--- config.mk ---
export PLATFORM = sky130hd
export DESIGN_NAME = mdc_channel
export DESIGN_NICKNAME = d
export VERILOG_FILES = /design/src/include/mdc_pkg.sv /design/src/mdc_buf.sv /design/src/mdc_channel.sv
export SDC_FILE = /design/constraint.sdc
export NUM_CORES = 1
export LEC_CHECK = 0
export BUFFER_PORTS_ARGS = -buffer_cell sky130_fd_sc_hd__buf_4
export CORE_MARGIN = 4
export CORE_UTILIZATION = 40
export CTS_BUF_LIST = sky130_fd_sc_hd__clkbuf_16
export DETAILED_ROUTE_END_ITERATION = 6
export PLACE_DENSITY = 0.68
export REMOVE_ABC_BUFFERS = 1
export SETUP_SLACK_MARGIN = 0.2
export SLEW_MARGIN = 10
export SYNTH_ARGS = -nofsm -noshare
export SYNTH_HDL_FRONTEND = slang
export SYNTH_SLANG_ARGS = --single-unit
--- constraint.sdc ---
create_clock -name clk -period 6.85 [get_ports clk]
set_clock_uncertainty 0.1 [all_clocks]
set_input_delay 0 -clock clk [delete_from_list [all_inputs] [get_ports clk]]
set_output_delay 0 -clock clk [all_outputs]
set_load 0.05 [all_outputs]
--- src/include/mdc_pkg.sv ---
// shared constants, types and layouts of the multiplex data channel
package mdc_pkg;
    // ==========================================================
    // sizes and timing
    localparam int N_DEV = 16;
    localparam int DEV_W = 4;
    localparam int CLK_PERIOD_NS = 100;
    localparam int MACHINE_CYCLE_NS = 1000;
    localparam int MC_CLKS = (MACHINE_CYCLE_NS / CLK_PERIOD_NS < 1) ? 1 :
        MACHINE_CYCLE_NS / CLK_PERIOD_NS;
    localparam int SLOT_W = 4;
    localparam int MCNT_W = 3;
    localparam int BUF_DEPTH = 2;
    // ==========================================================
    // executive page addresses of the control words
    localparam logic [15:0] EXEC_BASE = 16'h0040;
    localparam logic [15:0] CW1_OFS = 16'h0000;
    localparam logic [15:0] CW2_OFS = 16'h0001;
    // ==========================================================
    // count control word layout
    localparam int CW_DIR_BIT = 0;
    localparam int CW_BURST_BIT = 1;
    localparam int CW_WORD_BIT = 2;
    localparam int CW_SIDE_BIT = 15;
    localparam int CW_CNT_LSB = 3;
    localparam int CW_CNT_W = 13;
    localparam logic [15:0] WORD_RST = 16'h0000;
    // ==========================================================
    // control states, one flip-flop each except idle, which is all zeros
    typedef enum logic [6:0] {
        ST_IDLE = 7'b0000000,
        ST_A = 7'b0000001,
        ST_B = 7'b0000010,
        ST_C = 7'b0000100,
        ST_D = 7'b0001000,
        ST_E = 7'b0010000,
        ST_F = 7'b0100000,
        ST_X = 7'b1000000
    } mdc_ctl_t;
    // ==========================================================
    // borrowed memory path
    typedef struct packed {
        logic cyc;
        logic wr;
        logic [1:0] be;
        logic [15:0] addr;
        logic [15:0] wdata;
    } mdc_mem_t;
endpackage

--- src/mdc_buf.sv ---
// two-entry data buffer with valid and ready on both sides
`timescale 1ns/1ps
module mdc_buf import mdc_pkg::*; #(
    parameter int W = 16,
    parameter int DEPTH = BUF_DEPTH
) (
    // clock and reset
    input wire logic clk,
    input wire logic reset,
    // filling side
    input wire logic in_valid,
    output logic in_ready,
    input wire logic [W-1:0] in_data,
    // draining side
    output logic out_valid,
    input wire logic out_ready,
    output logic [W-1:0] out_data
);
    localparam int PW = (DEPTH > 1) ? $clog2(DEPTH) : 1;
    if (DEPTH < 2 || (1 << PW) != DEPTH) begin : g_bad_depth
        $error("mdc_buf: DEPTH must be a power of two, at least 2");
    end
    typedef struct packed {
        logic [DEPTH-1:0][W-1:0] mem;
        logic [PW-1:0] wp;
        logic [PW-1:0] rp;
        logic [PW:0] cnt;
    } mdc_buf_state_t;
    mdc_buf_state_t r, n;
    logic do_push;
    logic do_pop;
    // ==========================================================
    // handshakes
    assign in_ready = r.cnt != (PW+1)'(DEPTH);
    assign out_valid = r.cnt != '0;
    assign out_data = r.mem[r.rp];
    assign do_push = in_valid & in_ready;
    assign do_pop = out_valid & out_ready;
    // ==========================================================
    // next state
    always_comb begin
        n = r;
        if (do_push) begin
            n.mem[r.wp] = in_data;
            n.wp = r.wp + PW'(1);
        end
        if (do_pop) begin
            n.rp = r.rp + PW'(1);
        end
        case ({do_push, do_pop})
            2'b10: n.cnt = r.cnt + (PW+1)'(1);
            2'b01: n.cnt = r.cnt - (PW+1)'(1);
            default: n.cnt = r.cnt;
        endcase
    end
    always_ff @(posedge clk) begin
        if (reset) begin
            r <= '0;
        end else begin
            r <= n;
        end
    end
endmodule // mdc_buf

--- src/mdc_channel.sv ---
// multiplex data channel: request ranks, control states and transfer path
// Operation
// - idle forced only at instruction end, level transition end, quiescence, or level set request
// - no idle right after a single-cycle instruction
// - with multiply/divide fitted, wait until that instruction completes
// - pending request enters idle before a higher level takes effect
// - quiescent: service buffers; new level waits until service ends
// - quiescent buffer end always interrupts, even if inhibited
// - every request fetches both control words and tries one transfer
// - 16-bit data register from function bus, word or left-to-right byte
// - count register keeps mode bits; down counter on bits 3 to 15
// - each request sets upper rank; copied to lower once per cycle
// - lower rank encoded to 4-bit device number, held while idle
// - any lower bit starts idle request; then only held device matters
// - decode, gate, OR selected request; two flops mark new requests
// - read count word, then address word, counting down if nonzero
// - input: address, data, count; output: data, address, count
// - sequence follows burst, word/byte modes and controller acknowledge
// - seven one-hot states, one machine cycle each except extra and wait, change at cycle end
// - states: count read, address read, address store, data, count store, extra, wait
// - flops mirror data out, data in, idle request; acknowledge flop
// - count word bits: 0 input, 1 burst, 2 word, 15 right side
// - byte output: left byte onto both lanes, right onto right
// - no acknowledge ends the transfer; later requests still count
// - normal mode transfer takes five machine cycles
`timescale 1ns/1ps
module mdc_channel import mdc_pkg::*; #(
    parameter int N_REQ = N_DEV
) (
    // clock and reset
    input wire logic clk,
    input wire logic reset,
    // service requests from controllers
    input wire logic [N_REQ-1:0] srq_in,
    // processor status
    input wire logic instr_end,
    input wire logic single_cycle_instr,
    input wire logic md_fitted,
    input wire logic md_busy,
    input wire logic level_transition_end,
    input wire logic quiescent,
    input wire logic level_set_req,
    input wire logic [15:0] fbus_data,
    // processor control
    output logic cpu_idle,
    output logic level_hold,
    output mdc_mem_t mem_out,
    // parallel io bus
    input wire logic bus_acknowledge_line_n,
    input wire logic [15:0] io_in_data,
    output logic bus_data_out_line_n,
    output logic bus_data_in_line_n,
    output logic bus_idle_request_line_n,
    output logic [15:0] io_out_data,
    output logic io_out_valid,
    input wire logic io_out_ready,
    // status
    output logic [DEV_W-1:0] dev_num,
    output logic end_of_record_request,
    output logic eor_force_int
);
    if (N_REQ < 2 || N_REQ > (1 << DEV_W)) begin : g_bad_nreq
        $error("mdc_channel: N_REQ must lie between 2 and 16");
    end
    typedef struct packed {
        mdc_ctl_t st;
        logic [SLOT_W-1:0] slot;
        logic [N_REQ-1:0] srq_s1;
        logic [N_REQ-1:0] srq_s2;
        logic [N_REQ-1:0] srq_s3;
        logic [N_REQ-1:0] req_lvl;
        logic [N_REQ-1:0] upper;
        logic [N_REQ-1:0] lower;
        logic ack_s1;
        logic ack_s2;
        logic ack_s3;
        logic ack_lvl;
        logic [DEV_W-1:0] dev;
        logic sel_sync;
        logic sel_hold;
        logic [15:0] cw_b;
        logic [15:0] w_reg;
        logic [15:0] c_reg;
        logic data_out;
        logic data_in;
        logic ack;
        logic idle_req;
        logic f_done;
        logic eor;
        logic eor_force;
        logic [MCNT_W-1:0] mc_cnt;
        logic saw_f;
        mdc_mem_t mem;
    } mdc_state_t;
    mdc_state_t r, n;
    logic mc_end;
    logic any_request_pending;
    logic selected_request;
    logic synced_selected_request;
    logic permit;
    logic dir_in;
    logic burst;
    logic word_mode;
    logic side_right;
    logic [CW_CNT_W-1:0] cnt;
    logic buf_in_valid;
    logic buf_in_ready;
    logic [15:0] buf_in_data;
    // ==========================================================
    // helpers
    function automatic logic [N_REQ-1:0] dev_decode(input logic [DEV_W-1:0] d);
        for (int i = 0; i < N_REQ; i++) begin
            dev_decode[i] = (d == DEV_W'(i));
        end
    endfunction
    function automatic logic [DEV_W-1:0] prio_enc(input logic [N_REQ-1:0] v);
        prio_enc = '0;
        for (int i = N_REQ - 1; i >= 0; i--) begin
            if (v[i]) begin
                prio_enc = DEV_W'(i);
            end
        end
    endfunction
    function automatic logic [15:0] cw_addr(input logic [DEV_W-1:0] d,
        input logic [15:0] ofs);
        cw_addr = EXEC_BASE + {11'h000, d, 1'b0} + ofs;
    endfunction
    function automatic logic [15:0] lane_steer(input logic [15:0] c,
        input logic wrd, input logic rgt);
        if (wrd) begin
            lane_steer = c;
        end else if (rgt) begin
            lane_steer = {8'h00, c[7:0]};
        end else begin
            lane_steer = {c[15:8], c[15:8]};
        end
    endfunction
    // ==========================================================
    // decoded signals
    assign mc_end = r.slot == SLOT_W'(MC_CLKS - 1);
    assign any_request_pending = |r.lower;
    assign selected_request = |(dev_decode(r.dev) & r.req_lvl);
    assign synced_selected_request = r.sel_sync & ~r.sel_hold;
    assign permit = (instr_end & ~single_cycle_instr & ~(md_fitted & md_busy))
        | level_transition_end | quiescent;
    assign dir_in = r.cw_b[CW_DIR_BIT];
    assign burst = r.cw_b[CW_BURST_BIT];
    assign word_mode = r.cw_b[CW_WORD_BIT];
    assign side_right = r.cw_b[CW_SIDE_BIT];
    assign cnt = r.cw_b[CW_CNT_LSB +: CW_CNT_W];
    assign buf_in_data = lane_steer((r.st == ST_D) ? fbus_data : r.c_reg,
        word_mode, side_right);
    // ==========================================================
    // next state
    always_comb begin
        n = r;
        buf_in_valid = 1'b0;
        n.eor = 1'b0;
        n.slot = mc_end ? '0 : r.slot + SLOT_W'(1);
        n.srq_s1 = srq_in;
        n.srq_s2 = r.srq_s1;
        n.srq_s3 = r.srq_s2;
        n.req_lvl = (r.srq_s2 & r.srq_s3) | (r.req_lvl & (r.srq_s2 | r.srq_s3));
        n.ack_s1 = ~bus_acknowledge_line_n;
        n.ack_s2 = r.ack_s1;
        n.ack_s3 = r.ack_s2;
        n.ack_lvl = (r.ack_s2 & r.ack_s3) | (r.ack_lvl & (r.ack_s2 | r.ack_s3));
        n.ack = r.ack | r.ack_lvl;
        n.upper = r.upper | r.req_lvl;
        if (mc_end) begin
            n.lower = r.upper;
            n.upper = r.req_lvl;
            n.sel_sync = selected_request;
            n.sel_hold = r.sel_hold & r.sel_sync;
            n.mem = '0;
            n.mc_cnt = r.mc_cnt + MCNT_W'(r.st != ST_IDLE);
        end
        case (r.st)
            ST_IDLE: begin
                if (!r.idle_req && any_request_pending && (permit || level_set_req)) begin
                    n.idle_req = 1'b1;
                    n.dev = prio_enc(r.lower);
                end
                if (r.idle_req && mc_end) begin
                    n.st = ST_A;
                end
            end
            ST_A: begin
                if (mc_end) begin
                    n.cw_b = fbus_data;
                    n.st = ST_B;
                end
            end
            ST_B: begin
                if (mc_end) begin
                    n.w_reg = fbus_data;
                    if (cnt != '0) begin
                        n.cw_b[CW_CNT_LSB +: CW_CNT_W] = cnt - CW_CNT_W'(1);
                    end
                    n.data_in = dir_in;
                    n.st = dir_in ? ST_C : ST_D;
                end
            end
            ST_C: begin
                if (mc_end) begin
                    n.c_reg = dir_in ? io_in_data : r.c_reg;
                    n.st = dir_in ? ST_D : ST_E;
                end
            end
            ST_D: begin
                if (mc_end) begin
                    n.data_in = 1'b0;
                    n.data_out = 1'b0;
                    if (dir_in) begin
                        n.st = ST_E;
                    end else begin
                        n.c_reg = fbus_data;
                        buf_in_valid = 1'b1;
                        n.st = buf_in_ready ? ST_C : ST_F;
                        n.saw_f = ~buf_in_ready;
                    end
                end
            end
            ST_F: begin
                buf_in_valid = ~r.f_done;
                n.f_done = r.f_done | buf_in_ready;
                if (mc_end && (r.f_done || buf_in_ready)) begin
                    n.f_done = 1'b0;
                    n.st = ST_C;
                end
            end
            ST_E: begin
                if (mc_end) begin
                    if (cnt == '0) begin
                        n.eor = 1'b1;
                        n.eor_force = quiescent;
                    end
                    n.st = burst ? ST_X : ST_IDLE;
                    n.idle_req = burst;
                end
            end
            ST_X: begin
                if (mc_end) begin
                    if (synced_selected_request) begin
                        n.st = ST_A;
                    end else if (!r.sel_sync) begin
                        n.st = ST_IDLE;
                        n.idle_req = 1'b0;
                    end
                end
            end
            default: n.st = ST_IDLE;
        endcase
        // entry actions of states A to E
        if (mc_end && n.st == ST_A && r.st != ST_A) begin
            n.ack = 1'b0;
            n.sel_hold = 1'b1;
            n.mc_cnt = '0;
            n.saw_f = 1'b0;
        end
        if (mc_end) begin
            case (n.st)
                ST_A: begin
                    n.mem.cyc = 1'b1;
                    n.mem.addr = cw_addr(n.dev, CW2_OFS);
                end
                ST_B: begin
                    n.mem.cyc = 1'b1;
                    n.mem.addr = cw_addr(r.dev, CW1_OFS);
                end
                ST_C: begin
                    n.w_reg = n.w_reg + 16'h0001;
                    n.mem = '{cyc: 1'b1, wr: 1'b1, be: 2'b11,
                        addr: cw_addr(r.dev, CW1_OFS), wdata: n.w_reg};
                end
                ST_D: begin
                    n.data_out = ~dir_in;
                    n.mem.cyc = ~dir_in | r.ack | r.ack_lvl;
                    n.mem.wr = dir_in;
                    n.mem.addr = n.w_reg;
                    n.mem.be = (word_mode || !dir_in) ? 2'b11 :
                        (side_right ? 2'b01 : 2'b10);
                    n.mem.wdata = word_mode ? n.c_reg :
                        (side_right ? {8'h00, n.c_reg[7:0]} : {n.c_reg[7:0], 8'h00});
                end
                ST_E: begin
                    n.mem = '{cyc: 1'b1, wr: 1'b1, be: 2'b11,
                        addr: cw_addr(r.dev, CW2_OFS), wdata: n.cw_b};
                end
                default: n.mem = '0;
            endcase
        end
    end
    always_ff @(posedge clk) begin
        if (reset) begin
            r <= '0;
        end else begin
            r <= n;
        end
    end
    // ==========================================================
    // output buffer toward the io bus
    mdc_buf #(.W(16), .DEPTH(BUF_DEPTH)) u_buf (
        .clk(clk),
        .reset(reset),
        .in_valid(buf_in_valid),
        .in_ready(buf_in_ready),
        .in_data(buf_in_data),
        .out_valid(io_out_valid),
        .out_ready(io_out_ready),
        .out_data(io_out_data)
    );
    // ==========================================================
    // outputs
    assign cpu_idle = r.idle_req | (r.st != ST_IDLE);
    assign level_hold = cpu_idle;
    assign mem_out = r.mem;
    assign bus_data_out_line_n = ~r.data_out;
    assign bus_data_in_line_n = ~r.data_in;
    assign bus_idle_request_line_n = ~r.idle_req;
    assign dev_num = r.dev;
    assign end_of_record_request = r.eor;
    assign eor_force_int = r.eor & r.eor_force;
endmodule // mdc_channel

==> results of run 1 <==
## cell type report
| cell class | instances | area [um^2] | share of cell area (%) |
|---|---|---|---|
| repair buffers | 203 | 1700 | 12.4 |
| inverters | 26 | 97.6 | 0.711 |
| well taps | 378 | 473 | 3.44 |
| multi-input cells | 963 | 5790 | 42.2 |
| clock buffers | 25 | 626 | 4.56 |
| clock inverters | 19 | 154 | 1.12 |
| flip-flops and latches | 244 | 4880 | 35.6 |
## per-stage QoR
stage               power [mW]  instances
finish                    2.87       1858
detailed placement        1.56       1745
global route              2.96       1858
global placement          1.56       1745
CTS                       2.89       1858
floorplan                 1.49       1233
## report_power, final
part / internal, mW / switching [mW]
clock network: 0.741 / 0.569
registers: 1.43 / 0.00712
logic: 0.0557 / 0.0597
## path summary, 6_finish.rpt
| path | depth (start not counted) | start | to |
|---|---|---|---|
| max | 7 | r[201] | r[61] |
| min reg2reg | 1 | n[171] | n[155] |
| min | 6 | io_in_data[13] | register |
| max reg2reg | 7 | r[201] | r[61] |
## worst reg2reg max path, delay by kind of cell (launching register included)
kind                       cells  cell delay, ns
adders and majority gates      1            0.24
and+or+nand+nor                3            1.58
AOI/OAI and AO/OA              1            0.34
buffers and inverters          2            1.23
DFF                            1            0.37
## cells by family after synthesis
| group | after synthesis | share of synthesized area (%) |
|---|---|---|
| and+or+nand+nor | 553 | 23.7 |
| DFF | 244 | 42.7 |
| xor gates and xnor gates | 31 | 2.37 |
| adders and majority gates | 6 | 0.656 |
| buffers and inverters | 152 | 6.90 |
| AOI/OAI and AO/OA | 311 | 17.6 |
| muxes | 62 | 6.17 |
## flip-flops by register name, summed over array words and instances (netlist names), named ones only
| name | count |
|---|---|
| mem_out | 17 |
| end_of_record_request | 1 |
| burst | 1 |
| n | 34 |
| cnt | 13 |
| dir_in | 1 |
| r | 118 |
| dev_num | 4 |
| u_buf.r | 36 |
## repair_timing
item	4_1_cts	5_1_grt
setup endpoints to repair	0	0
hold buffers	69	0
buffers inserted	0	0
hold endpoints to repair	157	0
resized for setup	0	0
## placed cells by master (no fill, tap or decap), types with 6 or more instances in the layout
master and n:
sky130_fd_sc_hd__nor2b_1 61, sky130_fd_sc_hd__o22ai_1 14, sky130_fd_sc_hd__buf_4 133, sky130_fd_sc_hd__nand3_1 24
sky130_fd_sc_hd__nor4_1 13, sky130_fd_sc_hd__a22o_1 9, sky130_fd_sc_hd__xor2_1 9, sky130_fd_sc_hd__a222oi_1 12
sky130_fd_sc_hd__nand4_1 11, sky130_fd_sc_hd__nand2_1 201, sky130_fd_sc_hd__o21ai_0 44, sky130_fd_sc_hd__nor2_1 126
sky130_fd_sc_hd__o221ai_1 8, sky130_fd_sc_hd__dfxtp_1 244, sky130_fd_sc_hd__clkbuf_16 25, sky130_fd_sc_hd__ha_1 6
sky130_fd_sc_hd__nor3_1 38, sky130_fd_sc_hd__inv_1 30, sky130_fd_sc_hd__mux2i_1 38, sky130_fd_sc_hd__a31oi_1 23
sky130_fd_sc_hd__a211oi_1 12, sky130_fd_sc_hd__xnor2_1 22, sky130_fd_sc_hd__and3_1 16, sky130_fd_sc_hd__dlygate4sd3_1 69
sky130_fd_sc_hd__mux2_2 19, sky130_fd_sc_hd__or3_1 9, sky130_fd_sc_hd__a221oi_1 8, sky130_fd_sc_hd__a21oi_1 112
sky130_fd_sc_hd__o21ai_1 13, sky130_fd_sc_hd__nand2b_1 8
## routing by layer
metal  share of wire [%]  vias to the layer above  GRT usage (%)  routed length [um]
met2                  45                      407           33.2               15000
met1                  43                     4811           27.4               14200
met5                   0                        -              0                   0
li1                    -                     4961              -                   -
met3                 8.4                       73           3.74                2790
met4                 3.0                        0           6.45                1010
==> flow_metrics.py, run 1 <==
metrics = {
    "worst_setup_path": {
        "timing.setup.critical_path_class": "reg -> reg",
        "crit_path_cell_trace": "ha_1 -> nand4bb_1 -> nor3_2 -> a222oi_1 -> dlygate4sd3_1 -> nor2_1 -> dlygate4sd3_1",
        "r2r_setup_slack_ns": 2.94,
        "worst-endpoint-required_ns": 7.23,
        "crit_path_start_kind": "register",
        "path_buf_inv": 2,
        "endpoint_kind": "register",
        "timing.critical_path.mode_cell": "sky130_fd_sc_hd__dlygate4sd3_1",
        "path_max_fanout": 16,
        "crit_path_max_incr_delay_ns": 1.03,
        "cpLargestDelayFamily": "simple AND/OR/NAND/NOR gates",
        "critical-path-slowest-cell": "sky130_fd_sc_hd__nor3_2",
        "critical_path_at_ns": 4.28,
    },
    "synthesis": {
        "post_synthesis_sequential_area_ratio_pct": 42.7,
        "post_synth_inst_count": 1359,
        "async_flop_share_pct": 0,
        "ys_top_cells_by_area": "sky130_fd_sc_hd__dfxtp_1 43%, sky130_fd_sc_hd__nand2_1 6.6%, sky130_fd_sc_hd__a21oi_1 4.9%, sky130_fd_sc_hd__nor2_1 4.2%, sky130_fd_sc_hd__nor2b_1 3.3%",
        "synth_warnings": 0,
        "synth.ff_latch_count": 244,
        "synth_most_common_cell": "sky130_fd_sc_hd__dfxtp_1",
        "yosys.cell_types.count": 89,
        "synthFlopType": "sky130_fd_sc_hd__dfxtp_1",
        "synth_top_area_share_pct": 42.7,
        "post_synth_instance_area_um2": 11400,
        "synth.cells.most_frequent": "244 x sky130_fd_sc_hd__dfxtp_1, 201 x sky130_fd_sc_hd__nand2_1, 127 x sky130_fd_sc_hd__nor2_1, 112 x sky130_fd_sc_hd__a21oi_1, 61 x sky130_fd_sc_hd__nor2b_1",
        "synth_edf_count": 0,
        "synth_area_leader_cell": "sky130_fd_sc_hd__dfxtp_1",
        "post_synth.cell_area_avg_um2": 8.42,
    },
    "floorplanning": {
        "floorplan.core_area_um2": 28000,
        "floorplan.rows": 61,
        "fp.dieArea_um2": 31400,
        "chipWidth_um": 177,
        "io_pins": 123,
        "initial_utilization_pct": 40.9,
        "floorplan.die.height_um": 177,
    },
    "drt": {
        "vias": 10252,
        "postRouteAntennaNets": 0,
        "drt-initial-drc-count": 1090,
        "average_detailed_routed_wire_length_per_instance_um": 17.8,
        "finalWirelength_um": 33000,
        "drc_violations_left": 0,
        "avgViaCountPerCell": 5.52,
        "firstDrtPassIters": 7,
    },
    "final_layout": {
        "layout-drive-gt1-share_pct": 15.7,
        "layout-area-overhead-vs-synth_pct": 19.9,
        "insertedDiodeCount": 0,
        "fin_nets": 1528,
        "final_cell_area_um2": 13700,
        "num-fill-cells": 2635,
        "final_core_utilization_pct": 49.0,
    },
    "timing": {
        "timing_hold_violations_final": 0,
        "tightestPinTransition_ns": 1.17,
        "timing.final.setup_violations": 0,
        "totalNegativeSetupSlack_ns": 0,
        "layout_min_cycle_time_ns": 3.91,
        "whs_ns": 0.0425,
        "post-route-worst-setup-slack_ns": 2.94,
        "fmax_ghz": 0.256,
        "slew_headroom_pct": 21.8,
        "timing.final.max_slew_violations": 0,
        "post-route-period-util_pct": 57.0,
        "rsz0062_at_grt": "false",
    },
    "placement": {
        "gp_congestion": 0.958,
        "post-place-ws_ns": 3.26,
        "post_dp_cell_area_um2": 12300,
        "placement.io_buffers": 122,
        "dp_hpwl_um": 22700,
    },
    "clocking": {
        "tritoncts": "built",
        "clkLatencyLatePin_ns": 0.54,
        "h-tree-depth": 1,
        "cts_root_buffer": "sky130_fd_sc_hd__clkbuf_16",
        "clock_path_buffers": 3,
        "cts-buffers-inserted": 25,
        "cts.sink_count": 244,
        "cts.clk_slew.worst_paths_ns": 0.06,
    },
    "min_path": {
        "holdCritPathClass": "in -> reg",
    },
    "global_route": {
        "wire_length_of_the_first_global_routing_pass_um": 52000,
        "globalRouteOverflowTotal": 0,
        "global_route.usage.total_pct": 20.3,
        "antenna_found_initial": 0,
        "pin_count_of_the_biggest_net_entering_global_routing": 84,
        "first_global_vias": 9770,
    },
    "run": {
        "max-cap-violations": 0,
    },
    "power_and_ir_drop": {
        "leakagePower_nw": 5.28,
        "irDropWorstVdd_uv": 184,
        "power_per_cell_area_nw_per_um2": 209,
    },
    "run_status": {
        "run_status": "completed",
    },
}
Power figures use the tool's default switching activity.
==> run 2, diff against run 1 <==
ABC_AREA = 1   (was not set)
clock period = 4 ns   (was 6.85 ns; I/O delays follow)
==> flow_metrics.py, run 2 <==
metrics = {
    "clocking": {
        "postCtsSetupBuffers": 0,
        "clock_path_buffers": 3,
        "cts_root_buffer": "sky130_fd_sc_hd__clkbuf_16",
        "cts.clk_slew.worst_paths_ns": 0.06,
        "cts-buffers-inserted": 27,
        "cts.sink_count": 244,
        "tritoncts": "built",
        "h-tree-depth": 1,
        "clkLatencyLatePin_ns": 0.54,
    },
    "worst_setup_path": {
        "cpLargestDelayFamily": "simple AND/OR/NAND/NOR gates",
        "path_max_fanout": 44,
        "worstSetupPathDepth": 15,
        "critical_path_at_ns": 3.75,
        "ff2ff_path_depth": 15,
        "crit_path_start_kind": "register",
        "timing.setup.critical_path_class": "reg -> reg",
        "path_buf_inv": 3,
        "crit_path_max_incr_delay_ns": 0.48,
        "critical-path-slowest-cell": "sky130_fd_sc_hd__nor2_4",
        "timing.critical_path.mode_cell": "sky130_fd_sc_hd__nand2_1",
        "crit_path_cell_trace": "ha_1 -> nand2_1 -> nor2_4 -> buf_6 -> nor2_1 -> inv_1 -> o21ai_0 -> a22oi_1 -> nand3b_1 -> nor2_2 -> nand2_2 -> o21ai_2 -> inv_2 -> o21ai_1 -> nand2_1",
        "endpoint_kind": "register",
        "worst-endpoint-required_ns": 4.33,
    },
    "timing": {
        "timing.final.max_slew_violations": 0,
        "timing_hold_violations_final": 0,
        "tightestPinTransition_ns": 0.860,
        "rsz0062_at_grt": "false",
        "timing.final.setup_violations": 0,
        "fmax_ghz": 0.293,
        "slew_headroom_pct": 42.6,
        "totalNegativeSetupSlack_ns": 0,
        "layout_min_cycle_time_ns": 3.42,
        "whs_ns": 0.0170,
        "post-route-period-util_pct": 85.4,
    },
    "power_and_ir_drop": {
        "leakagePower_nw": 6.00,
        "relative_contribution_of_sequential_cells_to_total_power_pct": 48.1,
        "power_per_cell_area_nw_per_um2": 364,
        "combPwrFrac_pct": 3.6,
        "total_power_mw": 5.13,
        "irDropWorstVdd_uv": 345,
        "netSwitchingFraction_pct": 22.5,
        "power_switching_mw": 1.16,
        "clock_power_share_pct": 48.3,
        "p_int_mw": 3.97,
    },
    "final_layout": {
        "num-fill-cells": 2875,
        "commonest_cells_after_routing_fill_and_taps_aside": "403 x sky130_fd_sc_hd__nand2_1, 243 x sky130_fd_sc_hd__dfxtp_1, 219 x sky130_fd_sc_hd__inv_1",
        "final_cell_area_um2": 14100,
        "layout-drive-gt1-share_pct": 12.7,
        "multi_input_comb_area_um2": 5400,
        "insertedDiodeCount": 0,
        "max_ffs_per_register": 118,
        "fin_nets": 1901,
        "max_flop_register": "r",
        "layout-area-overhead-vs-synth_pct": 19.5,
        "final_common_cell": "sky130_fd_sc_hd__nand2_1",
        "regArea_um2": 4890,
        "final_core_utilization_pct": 48.7,
    },
    "synthesis": {
        "async_flop_share_pct": 0,
        "synth_area_leader_cell": "sky130_fd_sc_hd__dfxtp_1",
        "post_synth.cell_area_avg_um2": 6.81,
        "synth_edf_count": 0,
        "ys_top_cells_by_area": "sky130_fd_sc_hd__dfxtp_1 41%, sky130_fd_sc_hd__nand2_1 13%, sky130_fd_sc_hd__o21ai_0 8.1%, sky130_fd_sc_hd__inv_1 6.9%, sky130_fd_sc_hd__nor2_1 6.3%",
        "post_synth_instance_area_um2": 11800,
        "synth.ff_latch_count": 244,
        "post_synthesis_sequential_area_ratio_pct": 41.4,
        "synthFlopType": "sky130_fd_sc_hd__dfxtp_1",
        "synth_warnings": 0,
        "synth_most_common_cell": "sky130_fd_sc_hd__nand2_1",
        "yosys.cell_types.count": 47,
        "synth_top_area_share_pct": 41.4,
        "synth.cells.most_frequent": "403 x sky130_fd_sc_hd__nand2_1, 244 x sky130_fd_sc_hd__dfxtp_1, 218 x sky130_fd_sc_hd__inv_1, 198 x sky130_fd_sc_hd__nor2_1, 192 x sky130_fd_sc_hd__o21ai_0",
        "post_synth_inst_count": 1733,
    },
    "drt": {
        "vias": 11410,
        "average_detailed_routed_wire_length_per_instance_um": 15.1,
        "drt-initial-drc-count": 984,
        "finalWirelength_um": 33700,
        "postRouteAntennaNets": 0,
        "drc_violations_left": 0,
        "avgViaCountPerCell": 5.09,
        "firstDrtPassIters": 5,
    },
    "floorplanning": {
        "fp.dieArea_um2": 32300,
        "floorplan.core_area_um2": 28900,
        "initial_utilization_pct": 40.8,
        "io_pins": 123,
        "floorplan.die.height_um": 180,
        "floorplan.rows": 62,
        "chipWidth_um": 180,
    },
    "placement": {
        "post_dp_cell_area_um2": 12700,
        "placement.io_buffers": 122,
        "dp_hpwl_um": 23900,
        "gp_congestion": 0.997,
    },
    "run_status": {
        "run_status": "completed",
    },
    "global_route": {
        "globalRouteOverflowTotal": 0,
        "antenna_found_initial": 0,
        "wire_length_of_the_first_global_routing_pass_um": 54800,
        "first_global_vias": 10659,
        "pin_count_of_the_biggest_net_entering_global_routing": 65,
        "global_route.usage.total_pct": 20.2,
    },
    "min_path": {
        "holdPathStages": 6,
        "holdCritPathClass": "in -> reg",
    },
    "run": {
        "max-cap-violations": 0,
    },
}
==> run 2: cell count changes in the layout (fill, tap and decap cells not counted), sizes merged, moves of 17 or more <==
cell,before,now
nand2,201,407
inv,32,237
o21ai,60,212
nor2,128,208
nor2b,61,0
nand3,24,66
mux2i,38,3
nor3,42,9
xnor2,22,1
a31oi,23,3
o22ai,14,34
mux2,19,0
dlygate4sd3,69,52
==> run 2: through the flow <==
step	std cells	worst slack, ns
3_5_place_dp	2139	0.453
5_1_grt	2240	0.309
3_3_place_gp	2139	0.667
2_1_floorplan	1617	0.275
6_report	2240	0.584
4_1_cts	2240	0.463
==> run 2: path summary, 6_finish.rpt <==
kind / to / start / slack (ns)
max reg2reg: register / r[201] / 0.58
max: register / r[201] / 0.58
min reg2reg: n[156] / n[172] / 0.29
min: dev_num[3] / level_set_req / 0.02
==> run 2: area by class of cell <==
type                    count  share of cell area [%]
well taps                 384                    3.41
flip-flops and latches    244                    34.7
clock inverters            22                    1.47
inverters                 237                    6.31
multi-input cells        1136                    38.3
clock buffers              27                    4.79
repair buffers            190                    11.1
==> run 2: power by group through the flow <==
stage	registers [mW]	logic (mW)	clock network, mW
global route	2.47	0.205	2.63
floorplan	2.52	0.0485	0
global placement	2.52	0.149	0
finish	2.47	0.186	2.48
detailed placement	2.52	0.151	0
CTS	2.47	0.186	2.52
==> run 2: routing by layer <==
metal	vias to the layer above	GRT usage [%]	share of wire, %
met4	0	6.10	3.0
met5	-	0	0
met2	432	33.3	46
met3	78	3.42	8.3
li1	5733	-	-
met1	5167	27.2	43
==> run 2: cells by family (layout without fill, tap and decap cells) <==
group | Yosys count | in the layout | share of synthesized area [%]
and+or+nand+nor | 716 | 716 | 25.0
AOI/OAI and AO/OA | 404 | 404 | 19.2
buffers and inverters | 353 | 476 | 12.9
DFF | 244 | 244 | 41.4
xor gates and xnor gates | 7 | 7 | 0.520
adders and majority gates | 6 | 6 | 0.636
muxes | 3 | 3 | 0.255
==> run 2: tightest hold or removal path: stages <==
cell and delay [ns]:
sky130_fd_sc_hd__buf_4 0.07, sky130_fd_sc_hd__nor3_1 0.03, sky130_fd_sc_hd__nand2_1 0.10, sky130_fd_sc_hd__nand3_1 0.10, sky130_fd_sc_hd__o22ai_1 0.22, sky130_fd_sc_hd__nor2_1 0.06
==> run 2: repair_timing <==
item | 4_1_cts | 5_1_grt
gates resized for setup | 0 | 2
endpoints found under the setup margin | 0 | 10
hold endpoints to repair | 100 | 0
hold buffers | 52 | 0
